<file path="config.mk">
export PLATFORM = sky130hd
export DESIGN_NAME = bms_top
export DESIGN_NICKNAME = d
export VERILOG_FILES = /design/src/bms_pkg.sv /design/src/bms_pin_ctrl.sv /design/src/bms_top.sv
export VERILOG_INCLUDE_DIRS = /design/src /design/src/src
export SDC_FILE = /design/constraint.sdc
export NUM_CORES = 1
export LEC_CHECK = 0
export BUFFER_PORTS_ARGS = -buffer_cell sky130_fd_sc_hd__buf_2
export CAP_MARGIN = 0
export CORE_MARGIN = 2
export CORE_UTILIZATION = 53
export CTS_BUF_LIST = sky130_fd_sc_hd__clkbuf_8
export DETAILED_ROUTE_END_ITERATION = 6
export PLACE_DENSITY = 0.75
export SYNTH_ARGS = -nofsm -noshare
export SYNTH_HDL_FRONTEND = slang
export SYNTH_SLANG_ARGS = --single-unit
</file>
<file path="constraint.sdc">
create_clock -name clk_sys -period 4.9 [get_ports clk_sys]
set_input_delay 0.49 -clock clk_sys [delete_from_list [all_inputs] [get_ports clk_sys]]
set_output_delay 0.49 -clock clk_sys [all_outputs]
set_load 0.02 [all_outputs]
</file>
<file path="src/bms_params.svh">
// constants for the boot mode select and manufacturing test block
// assumes byte layouts of the bulk-only command wrapper and test image
`ifndef BMS_PARAMS_SVH
`define BMS_PARAMS_SVH
// eeprom signatures
`define BMS_SIG_LEGACY 16'h4d4d
`define BMS_SIG_NORMAL 16'h534b
// vendor sub-commands and fixed fields
`define BMS_SUB_CFG 8'h26
`define BMS_SUB_PIN 8'h27
`define BMS_SRC_EEPROM 8'h02
`define BMS_CFG_MAX_LEN 32'h0000_00ff
// command block byte positions
`define BMS_CB_DESIG 0
`define BMS_CB_SUB 1
`define BMS_CB_RSV 2
`define BMS_CB_SRC 3
`define BMS_CB_ADDR 4
`define BMS_CB_LAST 15
// wrapper byte positions
`define BMS_CBW_LEN0 5'h08
`define BMS_CBW_LEN3 5'h0b
`define BMS_CBW_FLAGS 5'h0c
`define BMS_CBW_CB0 5'h0f
`define BMS_CBW_LAST 5'h1e
`define BMS_DIR_BIT 7
// test image layout: byte k bit j sits at bit 8k+j
`define BMS_IMG_MFG_SEL 14
`define BMS_IMG_DD_OE 15
`define BMS_IMG_DD_LO 16
// control pin order: diow,dior,dmack,da1,da0,drvpwr,cs1,cs0,ata_reset_line_n
`define BMS_CTL_MAP(m) {m[8], m[9], m[10], m[2], m[1], m[3], m[5], m[4], m[7]}
`define BMS_SYNC_FILL 2'h3
`endif

</file>
<file path="src/bms_pkg.sv">
// types for the boot mode select and manufacturing test block
// assumes nothing beyond a SystemVerilog tool
package bms_pkg;
    typedef enum logic [1:0] {bms_b_fill, bms_b_probe, bms_b_run} bms_boot_t;
    typedef enum logic [1:0] {bms_c_cbw, bms_c_dec, bms_c_load,
        bms_c_read} bms_cmd_st_t;
    typedef enum logic [2:0] {bms_k_none, bms_k_cfg_load, bms_k_cfg_read,
        bms_k_pin_load, bms_k_pin_read} bms_kind_t;
endpackage

</file>
<file path="src/bms_pin_ctrl.sv">
// pin override for interconnect test: holds the loaded test image
// assumes load strobes from the command decoder on the same clock
`timescale 1ns/10ps
`include "bms_params.svh"
module bms_pin_ctrl (
    // clock and reset
    input wire logic clk_sys,
    input wire logic srst,
    // image load
    input wire logic load_valid,
    input wire logic [1:0] load_idx,
    input wire logic [7:0] load_byte,
    input wire logic test_active,
    // normal bridge drive
    input wire logic [8:0] norm_ctl,
    input wire logic [8:0] norm_ctl_oe,
    input wire logic [15:0] norm_dd,
    input wire logic norm_dd_oe,
    // pins
    output logic [8:0] ctl_out,
    output logic [8:0] ctl_oe,
    output logic [15:0] dd_out,
    output logic dd_oe
);
    logic [31:0] image;

    // image bytes; zero until the host loads one
    always_ff @(posedge clk_sys) begin
        if (srst) begin
            image <= 32'h0000_0000;
        end else begin
            for (int i = 0; i < 4; i++) begin
                if (load_valid && load_idx == 2'(i)) begin
                    image[8*i +: 8] <= load_byte;
                end
            end
        end
    end

    // test mode takes every non-usb output away from the bridge
    always_ff @(posedge clk_sys) begin
        if (srst) begin
            ctl_out <= 9'h000;
            ctl_oe <= 9'h000;
            dd_out <= 16'h0000;
            dd_oe <= 1'b0;
        end else if (test_active) begin
            ctl_out <= `BMS_CTL_MAP(image);
            ctl_oe <= 9'h1ff;
            dd_out <= image[`BMS_IMG_DD_LO +: 16];
            dd_oe <= image[`BMS_IMG_DD_OE];
        end else begin
            ctl_out <= norm_ctl;
            ctl_oe <= norm_ctl_oe;
            dd_out <= norm_dd;
            dd_oe <= norm_dd_oe;
        end
    end
endmodule

</file>
<file path="src/bms_top.sv">
// boot mode selection and manufacturing test command decoder
// assumes i2c probe engine, usb bulk pipe and eeprom engine on clk_sys
`timescale 1ns/10ps
`include "bms_params.svh"
module bms_top #(
    parameter bit LEGACY_OK = 1'b1,
    parameter int PIN_BYTES = 4
) (
    // clock and reset
    input wire logic clk_sys,
    input wire logic srst,
    // eeprom probe and fuses
    output logic eep_probe_req,
    input wire logic eep_probe_done,
    input wire logic eep_present,
    input wire logic [15:0] eep_signature,
    input wire logic fuse_ids_zero,
    // pins sampled from outside
    input wire logic ata_reset_line_n_in,
    input wire logic [31:0] sample_pins_in,
    // selected mode
    output logic boot_done,
    output logic usb_enum_en,
    output logic cfg_from_eeprom,
    output logic cfg_from_fuse,
    output logic legacy_pinout,
    output logic default_desc,
    output logic mfg_mode,
    output logic pin_test_active,
    // wrapper bytes from bulk pipe
    input wire logic cbw_valid,
    input wire logic cbw_first,
    input wire logic [7:0] cbw_byte,
    output logic cbw_ready,
    input wire logic [7:0] vendor_command_designator,
    // command result
    output logic cmd_done,
    output logic cmd_vendor,
    output logic cmd_fail,
    output bms_pkg::bms_kind_t cmd_kind,
    output logic [31:0] cmd_len,
    // eeprom engine
    output logic eep_cmd_valid,
    output logic eep_cmd_read,
    output logic [7:0] eep_cmd_len,
    output logic eep_wr_valid,
    output logic [7:0] eep_wr_byte,
    // data stage
    input wire logic rx_valid,
    input wire logic [7:0] rx_byte,
    output logic rx_ready,
    output logic tx_valid,
    output logic [7:0] tx_byte,
    input wire logic tx_ready,
    // ata side pins
    input wire logic [8:0] norm_ctl,
    input wire logic [8:0] norm_ctl_oe,
    input wire logic [15:0] norm_dd,
    input wire logic norm_dd_oe,
    output logic [8:0] ctl_out,
    output logic [8:0] ctl_oe,
    output logic [15:0] dd_out,
    output logic dd_oe
);
    if (PIN_BYTES < 1 || PIN_BYTES > 4) begin : g_bad
        $error("PIN_BYTES must be 1 to 4");
    end

    bms_pkg::bms_boot_t boot_st;
    bms_pkg::bms_cmd_st_t cmd_st;
    bms_pkg::bms_kind_t next_kind;
    logic [1:0] strap_sync;
    logic [31:0] pin_s1, pin_s2, live_snap, snap, xfer_len, remaining;
    logic [1:0] fill_cnt;
    logic [4:0] cbw_idx, cur_idx;
    logic [7:0] cb [16];
    logic [2:0] byte_idx;
    logic dir_in, decide, sig_norm, sig_leg, strap_ok, cbw_end;
    logic is_vendor, is_cfg, cfg_ok, pin_ok, cmd_good, rx_hs, tx_hs;
    logic pin_load;

    // true when command block bytes from 'from' to the end are zero
    function automatic logic cb_zero(input int from);
        logic z;
        z = 1'b1;
        for (int i = `BMS_CB_RSV; i <= `BMS_CB_LAST; i++) begin
            if (i >= from && cb[i] != 8'h00) begin
                z = 1'b0;
            end
        end
        return z;
    endfunction

    // snapshot byte, zero past the mapped bytes
    function automatic logic [7:0] snap_byte(input logic [31:0] v,
        input logic [2:0] i);
        return (32'(i) < PIN_BYTES) ? v[8*i +: 8] : 8'h00;
    endfunction

    // pins from outside pass two flops; the strap idles high
    always_ff @(posedge clk_sys) begin
        if (srst) begin
            strap_sync <= 2'b11;
            pin_s1 <= 32'h0000_0000;
            pin_s2 <= 32'h0000_0000;
        end else begin
            strap_sync <= {strap_sync[0], ata_reset_line_n_in};
            pin_s1 <= sample_pins_in;
            pin_s2 <= pin_s1;
        end
    end
    assign strap_ok = strap_sync[1];

    // power-up: let the strap settle, then probe the eeprom
    always_ff @(posedge clk_sys) begin
        if (srst) begin
            boot_st <= bms_pkg::bms_b_fill;
            fill_cnt <= 2'h0;
        end else begin
            case (boot_st)
                bms_pkg::bms_b_fill: begin
                    if (fill_cnt == `BMS_SYNC_FILL) begin
                        boot_st <= bms_pkg::bms_b_probe;
                    end else begin
                        fill_cnt <= fill_cnt + 2'h1;
                    end
                end
                bms_pkg::bms_b_probe: begin
                    if (eep_probe_done) begin
                        boot_st <= bms_pkg::bms_b_run;
                    end
                end
                bms_pkg::bms_b_run: begin
                end
                default: boot_st <= bms_pkg::bms_b_fill;
            endcase
        end
    end

    // enumeration waits until the mode is fixed
    assign eep_probe_req = (boot_st == bms_pkg::bms_b_probe);
    assign boot_done = (boot_st == bms_pkg::bms_b_run);
    assign usb_enum_en = boot_done;
    assign decide = eep_probe_req && eep_probe_done;
    assign sig_norm = (eep_signature == `BMS_SIG_NORMAL);
    assign sig_leg = LEGACY_OK && (eep_signature == `BMS_SIG_LEGACY);

    // configuration source, caught once at the probe result
    always_ff @(posedge clk_sys) begin
        if (srst) begin
            cfg_from_eeprom <= 1'b0;
            cfg_from_fuse <= 1'b0;
            legacy_pinout <= 1'b0;
            default_desc <= 1'b0;
        end else if (decide) begin
            cfg_from_eeprom <= eep_present && (sig_norm || sig_leg);
            legacy_pinout <= eep_present && sig_leg;
            cfg_from_fuse <= !eep_present;
            default_desc <= !eep_present && fuse_ids_zero;
        end
    end

    // sticky: no command clears it, only srst
    always_ff @(posedge clk_sys) begin
        if (srst) begin
            mfg_mode <= 1'b0;
        end else if (decide && (!strap_ok
            || (eep_present && !sig_norm && !sig_leg)
            || (!eep_present && fuse_ids_zero))) begin
            mfg_mode <= 1'b1;
        end
    end

    // wrapper capture; cbw_first restarts the byte count
    assign cbw_ready = (cmd_st == bms_pkg::bms_c_cbw);
    assign cur_idx = cbw_first ? 5'h00 : cbw_idx;
    assign cbw_end = cbw_valid && cbw_ready && cur_idx == `BMS_CBW_LAST;
    always_ff @(posedge clk_sys) begin
        if (srst) begin
            cbw_idx <= 5'h00;
            xfer_len <= 32'h0000_0000;
            dir_in <= 1'b0;
        end else if (cbw_valid && cbw_ready) begin
            cbw_idx <= cur_idx + 5'h01;
            if (cur_idx >= `BMS_CBW_LEN0 && cur_idx <= `BMS_CBW_LEN3) begin
                xfer_len[{cur_idx[1:0], 3'b000} +: 8] <= cbw_byte;
            end
            if (cur_idx == `BMS_CBW_FLAGS) begin
                dir_in <= cbw_byte[`BMS_DIR_BIT];
            end
        end
    end

    // command block bytes; data only, no reset needed
    always_ff @(posedge clk_sys) begin
        if (cbw_valid && cbw_ready && cur_idx >= `BMS_CBW_CB0) begin
            cb[4'(cur_idx - `BMS_CBW_CB0)] <= cbw_byte;
        end
    end

    // decode of the stored block
    assign is_vendor = mfg_mode
        && cb[`BMS_CB_DESIG] == vendor_command_designator
        && (cb[`BMS_CB_SUB] == `BMS_SUB_CFG
        || cb[`BMS_CB_SUB] == `BMS_SUB_PIN);
    assign is_cfg = (cb[`BMS_CB_SUB] == `BMS_SUB_CFG);
    // a process, so the helper's reads of cb wake it; an assign would not
    always_comb begin
        cfg_ok = cb[`BMS_CB_RSV] == 8'h00
            && cb[`BMS_CB_SRC] == `BMS_SRC_EEPROM && cb_zero(`BMS_CB_ADDR)
            && xfer_len <= `BMS_CFG_MAX_LEN;
        pin_ok = cb_zero(`BMS_CB_RSV);
    end
    assign cmd_good = is_cfg ? cfg_ok : pin_ok;
    assign next_kind = is_cfg
        ? (dir_in ? bms_pkg::bms_k_cfg_read : bms_pkg::bms_k_cfg_load)
        : (dir_in ? bms_pkg::bms_k_pin_read : bms_pkg::bms_k_pin_load);

    // data stage handshakes
    assign rx_ready = (cmd_st == bms_pkg::bms_c_load);
    assign tx_valid = (cmd_st == bms_pkg::bms_c_read);
    assign rx_hs = rx_valid && rx_ready;
    assign tx_hs = tx_valid && tx_ready;

    // command sequencer; result pulses last one cycle
    always_ff @(posedge clk_sys) begin
        if (srst) begin
            cmd_st <= bms_pkg::bms_c_cbw;
            remaining <= 32'h0000_0000;
            cmd_done <= 1'b0;
            cmd_vendor <= 1'b0;
            cmd_fail <= 1'b0;
            cmd_kind <= bms_pkg::bms_k_none;
            cmd_len <= 32'h0000_0000;
            eep_cmd_valid <= 1'b0;
            eep_cmd_read <= 1'b0;
            eep_cmd_len <= 8'h00;
        end else begin
            cmd_done <= 1'b0;
            eep_cmd_valid <= 1'b0;
            case (cmd_st)
                bms_pkg::bms_c_cbw: begin
                    if (cbw_end) begin
                        cmd_st <= bms_pkg::bms_c_dec;
                    end
                end
                bms_pkg::bms_c_dec: begin
                    cmd_len <= xfer_len;
                    remaining <= xfer_len;
                    cmd_vendor <= is_vendor;
                    cmd_fail <= is_vendor && !cmd_good;
                    cmd_kind <= (is_vendor && cmd_good) ? next_kind
                        : bms_pkg::bms_k_none;
                    cmd_st <= bms_pkg::bms_c_cbw;
                    if (!is_vendor || !cmd_good) begin
                        cmd_done <= 1'b1;
                    end else begin
                        if (is_cfg) begin
                            eep_cmd_valid <= 1'b1;
                            eep_cmd_read <= dir_in;
                            eep_cmd_len <= xfer_len[7:0];
                        end
                        if (xfer_len == 32'h0000_0000
                            || next_kind == bms_pkg::bms_k_cfg_read) begin
                            cmd_done <= 1'b1;
                        end else if (dir_in) begin
                            cmd_st <= bms_pkg::bms_c_read;
                        end else begin
                            cmd_st <= bms_pkg::bms_c_load;
                        end
                    end
                end
                bms_pkg::bms_c_load, bms_pkg::bms_c_read: begin
                    if (rx_hs || tx_hs) begin
                        remaining <= remaining - 32'h0000_0001;
                        if (remaining == 32'h0000_0001) begin
                            cmd_done <= 1'b1;
                            cmd_st <= bms_pkg::bms_c_cbw;
                        end
                    end
                end
                default: cmd_st <= bms_pkg::bms_c_cbw;
            endcase
        end
    end

    // test takeover is sticky like the mode itself
    always_ff @(posedge clk_sys) begin
        if (srst) begin
            pin_test_active <= 1'b0;
        end else if (cmd_st == bms_pkg::bms_c_dec && is_vendor && cmd_good
            && next_kind == bms_pkg::bms_k_pin_load) begin
            pin_test_active <= 1'b1;
        end
    end

    // live snapshot: mode flag replaces the select pin, load-only bit 15 reads as 0
    always_comb begin
        live_snap = pin_s2;
        live_snap[`BMS_IMG_MFG_SEL] = mfg_mode;
        live_snap[`BMS_IMG_DD_OE] = 1'b0;
    end

    // payload byte index saturates so long transfers never wrap
    always_ff @(posedge clk_sys) begin
        if (srst) begin
            byte_idx <= 3'h0;
            snap <= 32'h0000_0000;
            tx_byte <= 8'h00;
        end else if (cmd_st == bms_pkg::bms_c_dec) begin
            byte_idx <= 3'h0;
            snap <= live_snap;
            tx_byte <= snap_byte(live_snap, 3'h0);
        end else if (rx_hs || tx_hs) begin
            if (byte_idx != 3'h4) begin
                byte_idx <= byte_idx + 3'h1;
            end
            tx_byte <= snap_byte(snap, byte_idx + 3'h1);
        end
    end

    // payload to eeprom engine or to the test image
    assign pin_load = rx_hs && cmd_kind == bms_pkg::bms_k_pin_load
        && 32'(byte_idx) < PIN_BYTES;
    always_ff @(posedge clk_sys) begin
        if (srst) begin
            eep_wr_valid <= 1'b0;
            eep_wr_byte <= 8'h00;
        end else begin
            eep_wr_valid <= rx_hs && cmd_kind == bms_pkg::bms_k_cfg_load;
            eep_wr_byte <= rx_byte;
        end
    end

    bms_pin_ctrl u_pins (
        .clk_sys(clk_sys),
        .srst(srst),
        .load_valid(pin_load),
        .load_idx(byte_idx[1:0]),
        .load_byte(rx_byte),
        .test_active(pin_test_active),
        .norm_ctl(norm_ctl),
        .norm_ctl_oe(norm_ctl_oe),
        .norm_dd(norm_dd),
        .norm_dd_oe(norm_dd_oe),
        .ctl_out(ctl_out),
        .ctl_oe(ctl_oe),
        .dd_out(dd_out),
        .dd_oe(dd_oe)
    );
endmodule

</file>
==> results.cfg <==
[yosys]
netlist.area_leader.share_pct = 37.9
synth-seq-cells = 432
synth_compound_area_share_pct = 9.24
synth_xor_area_share_pct = 0.491
synth_top_cell_by_area = dfxtp_1
synth_fp_nets = 1649
synthAdderAreaFrac_pct = 1.33
ys_top_cells_by_area = dfxtp_1, edfxtp_1, nand2_1
synth_top_family_by_area = simple AND/OR/NAND/NOR gates
ys_warn_count = 0
ys_seq_area_share_pct = 61.9
ys_types = 71
synth_edf_count = 128
synthSimpleGateAreaFrac_pct = 19.1
syn_avg_cell_area_um2 = 10.6
synth_mux_area_share_pct = 5.39
ys.flop_type = dfxtp_1
async_reset_ff_share_pct = 0
synthCells = 1515
synth_area_um2 = 16100

[clocking]
hold_buffers = 0
root_buffer = clkbuf_8
cts_tree = built
post_cts_resized = 0
clkTransAtPathRegs_ns = 0.06
cts_max_level = 3
clock_path_buffers = 3
clock-sinks = 432
clkLatencyLatePin_ns = 0.61
cts_setup_buffers = 0
cts_buffers = 69

[timing]
finalSetupTns_ns = 0
skew_ns = 0.0375
post-route-period-util_pct = 69.6
setup_viol = 0
final-hold-violation-count = 0
rsz0062_at_grt = false
post-route-min-period_ns = 3.41
max_freq_ghz = 0.293
tightest_slew_ns = 1.02
relSlewSlack_pct = 31.7
report.final.slew_viol_count = 0

[final_layout]
layout-drive-gt1-share_pct = 20.1
final_common_cell = dfxtp_1
final_cell_mix = dfxtp_1, buf_2, nand2_1, nor2_1, a21oi_1
finalNonFillerCells = 2181
nFillCells = 2388
area_growth_pct = 17.4
fin_util_pct = 63.4
fin_area_um2 = 18800
nets = 1872

[placement]
post_dp_cell_area_um2 = 17400
dp_hpwl_mm = 24.6
port_buffers = 226
dp_cells = 2057
routabilityCongestion = 0.859

[worst_setup_path]
cp_slowest_stage_delay_ns = 0.60
worstPathCellList = nor2b_1 > ha_1 > and2_1 > ha_1 > inv_1 > a31oi_1 > nand2_1 > nor2_1
crit_required_ns = 5.11
crit_slowest_cell = nor2_1
end_kind = flip-flop
start_kind = flip-flop
crit_fanout = 12
crit_type = flip-flop to flip-flop
crit_top_cell = ha_1
cp.arrival_ns = 3.62

[power_and_ir_drop]
power_w = 0.00712
vdd_drop_max_mv = 0.249
leakage_nw = 7.23
p_per_area_nw_per_um2 = 378

[route]
wirelength_mm = 38.2
post_drt_wl_per_cell_um = 17.5
vias = 12000
antenna_left = 0
drt_iter0_drc = 987
dr.pass1.iters = 7
drcViolationCount = 0
via_per_inst = 5.52

[global_route]
grt_pass1_vias = 11600
met3_usage_pct = 5.18
grt_pass1_wl_mm = 60.2
grt_antenna_before_repair = 1
grt_use_total_pct = 24.1
met2_usage_pct = 39.7
use_met1_pct = 31.0
grt_max_degree = 197
grt-busiest-layer = met2
grt_overflow = 0

[floorplanning]
die_area_um2 = 31700
std_cell_rows = 63
die_x_um = 178
die_h_um = 178
initial_utilization_pct = 54.0
core_area_um2 = 29700
io_pins = 229

[min_path]
hp-class = primary input to flip-flop

[run_status]
status = completed

[run]
maxCapViolCount = 0
==> cell usage after synthesis, types with 17 or more instances <==
cell,count
nor4_1,43
mux2i_1,65
nand2_1,198
nor3_1,21
edfxtp_1,128
o21ai_0,32
dfxtp_1,304
clkbuf_1,62
nor2b_1,74
nand3_1,57
nor2_1,148
a21oi_1,134
ha_1,17
inv_1,24
==> through the flow <==
stage	hold WS, ns	setup WS, ns
after floorplan	0.389	2.00
after global placement	0.394	1.44
after detailed placement	0.392	1.40
after CTS	0.0453	1.61
after global routing	0.0454	1.19
final	0.0723	1.49
==> layout make-up <==
cell class,count,area (um^2),share of cell area [%]
antenna,1,2.50,0.0133
clock buffer,79,1090,5.77
clock inverter,44,324,1.72
inverter,25,93.8,0.498
multi-input combinational,978,5720,30.3
sequential,432,9930,52.7
tap,390,488,2.59
timing repair buffer,232,1200,6.36
==> routing by layer <==
metal | routed length [um] | up-vias
met1 | 16100 | 5705
met2 | 18000 | 462
met3 | 2750 | 93
met4 | 1350 | 0
met5 | 0 | -
li1 | - | 5789
==> power by group <==
| part | switching [W] | internal (W) | leakage [nW] | total (W) |
|---|---|---|---|---|
| clock | 0.00143 | 0.00167 | 0.813 | 0.00310 |
| combinational | 0.000170 | 0.0000994 | 2.79 | 0.000269 |
| sequential | 0.0000190 | 0.00373 | 3.63 | 0.00375 |
| total | 0.00162 | 0.00550 | 7.23 | 0.00712 |
==> state kept, by name, indices dropped and copies added (netlist names), 5 cells and up <==
register        count
pin_s1             30
pin_s2             30
snap               31
cmd_len            32
u_pins.dd_out      16
u_pins.image       26
u_pins.ctl_out      9
cb                128
xfer_len           32
eep_wr_byte         8
u_pins.ctl_oe       9
cbw_idx             5
tx_byte             8
remaining          32
eep_cmd_len         8
==> worst max-delay path, delay by kind of cell, from the launching register on <==
kind / cells / cell delay [ns]
AO/OA/AOI/OAI: 1 / 0.48
buffers and inverters: 1 / 0.04
adder cells (fa/ha/maj): 2 / 0.61
flip-flops: 1 / 0.41
AND/OR/NAND/NOR: 4 / 1.49
==> kinds of logic (layout without fill, tap and decap cells) <==
family,after synthesis,in the layout
multiplexers,77,77
adder cells (fa/ha/maj),17,17
other,0,1
AO/OA/AOI/OAI,252,252
buffers and inverters,105,380
AND/OR/NAND/NOR,623,623
flip-flops,432,432
XOR/XNOR,9,9
==> path summary, 6_finish.rpt <==
kind | from | end | slack (ns) | cells after the start
setup reg to reg | cbw_idx[0] | cb[5][4] | 1.49 | 8
hold reg to reg | strap_sync[0] | strap_sync[1] | 0.41 | 1
setup / recovery | cbw_idx[0] | cb[5][4] | 1.49 | 8
hold / removal | ata_reset_line_n_in | strap_sync[0] | 0.07 | 2
Note: power is estimated with default switching activity, not from simulation.
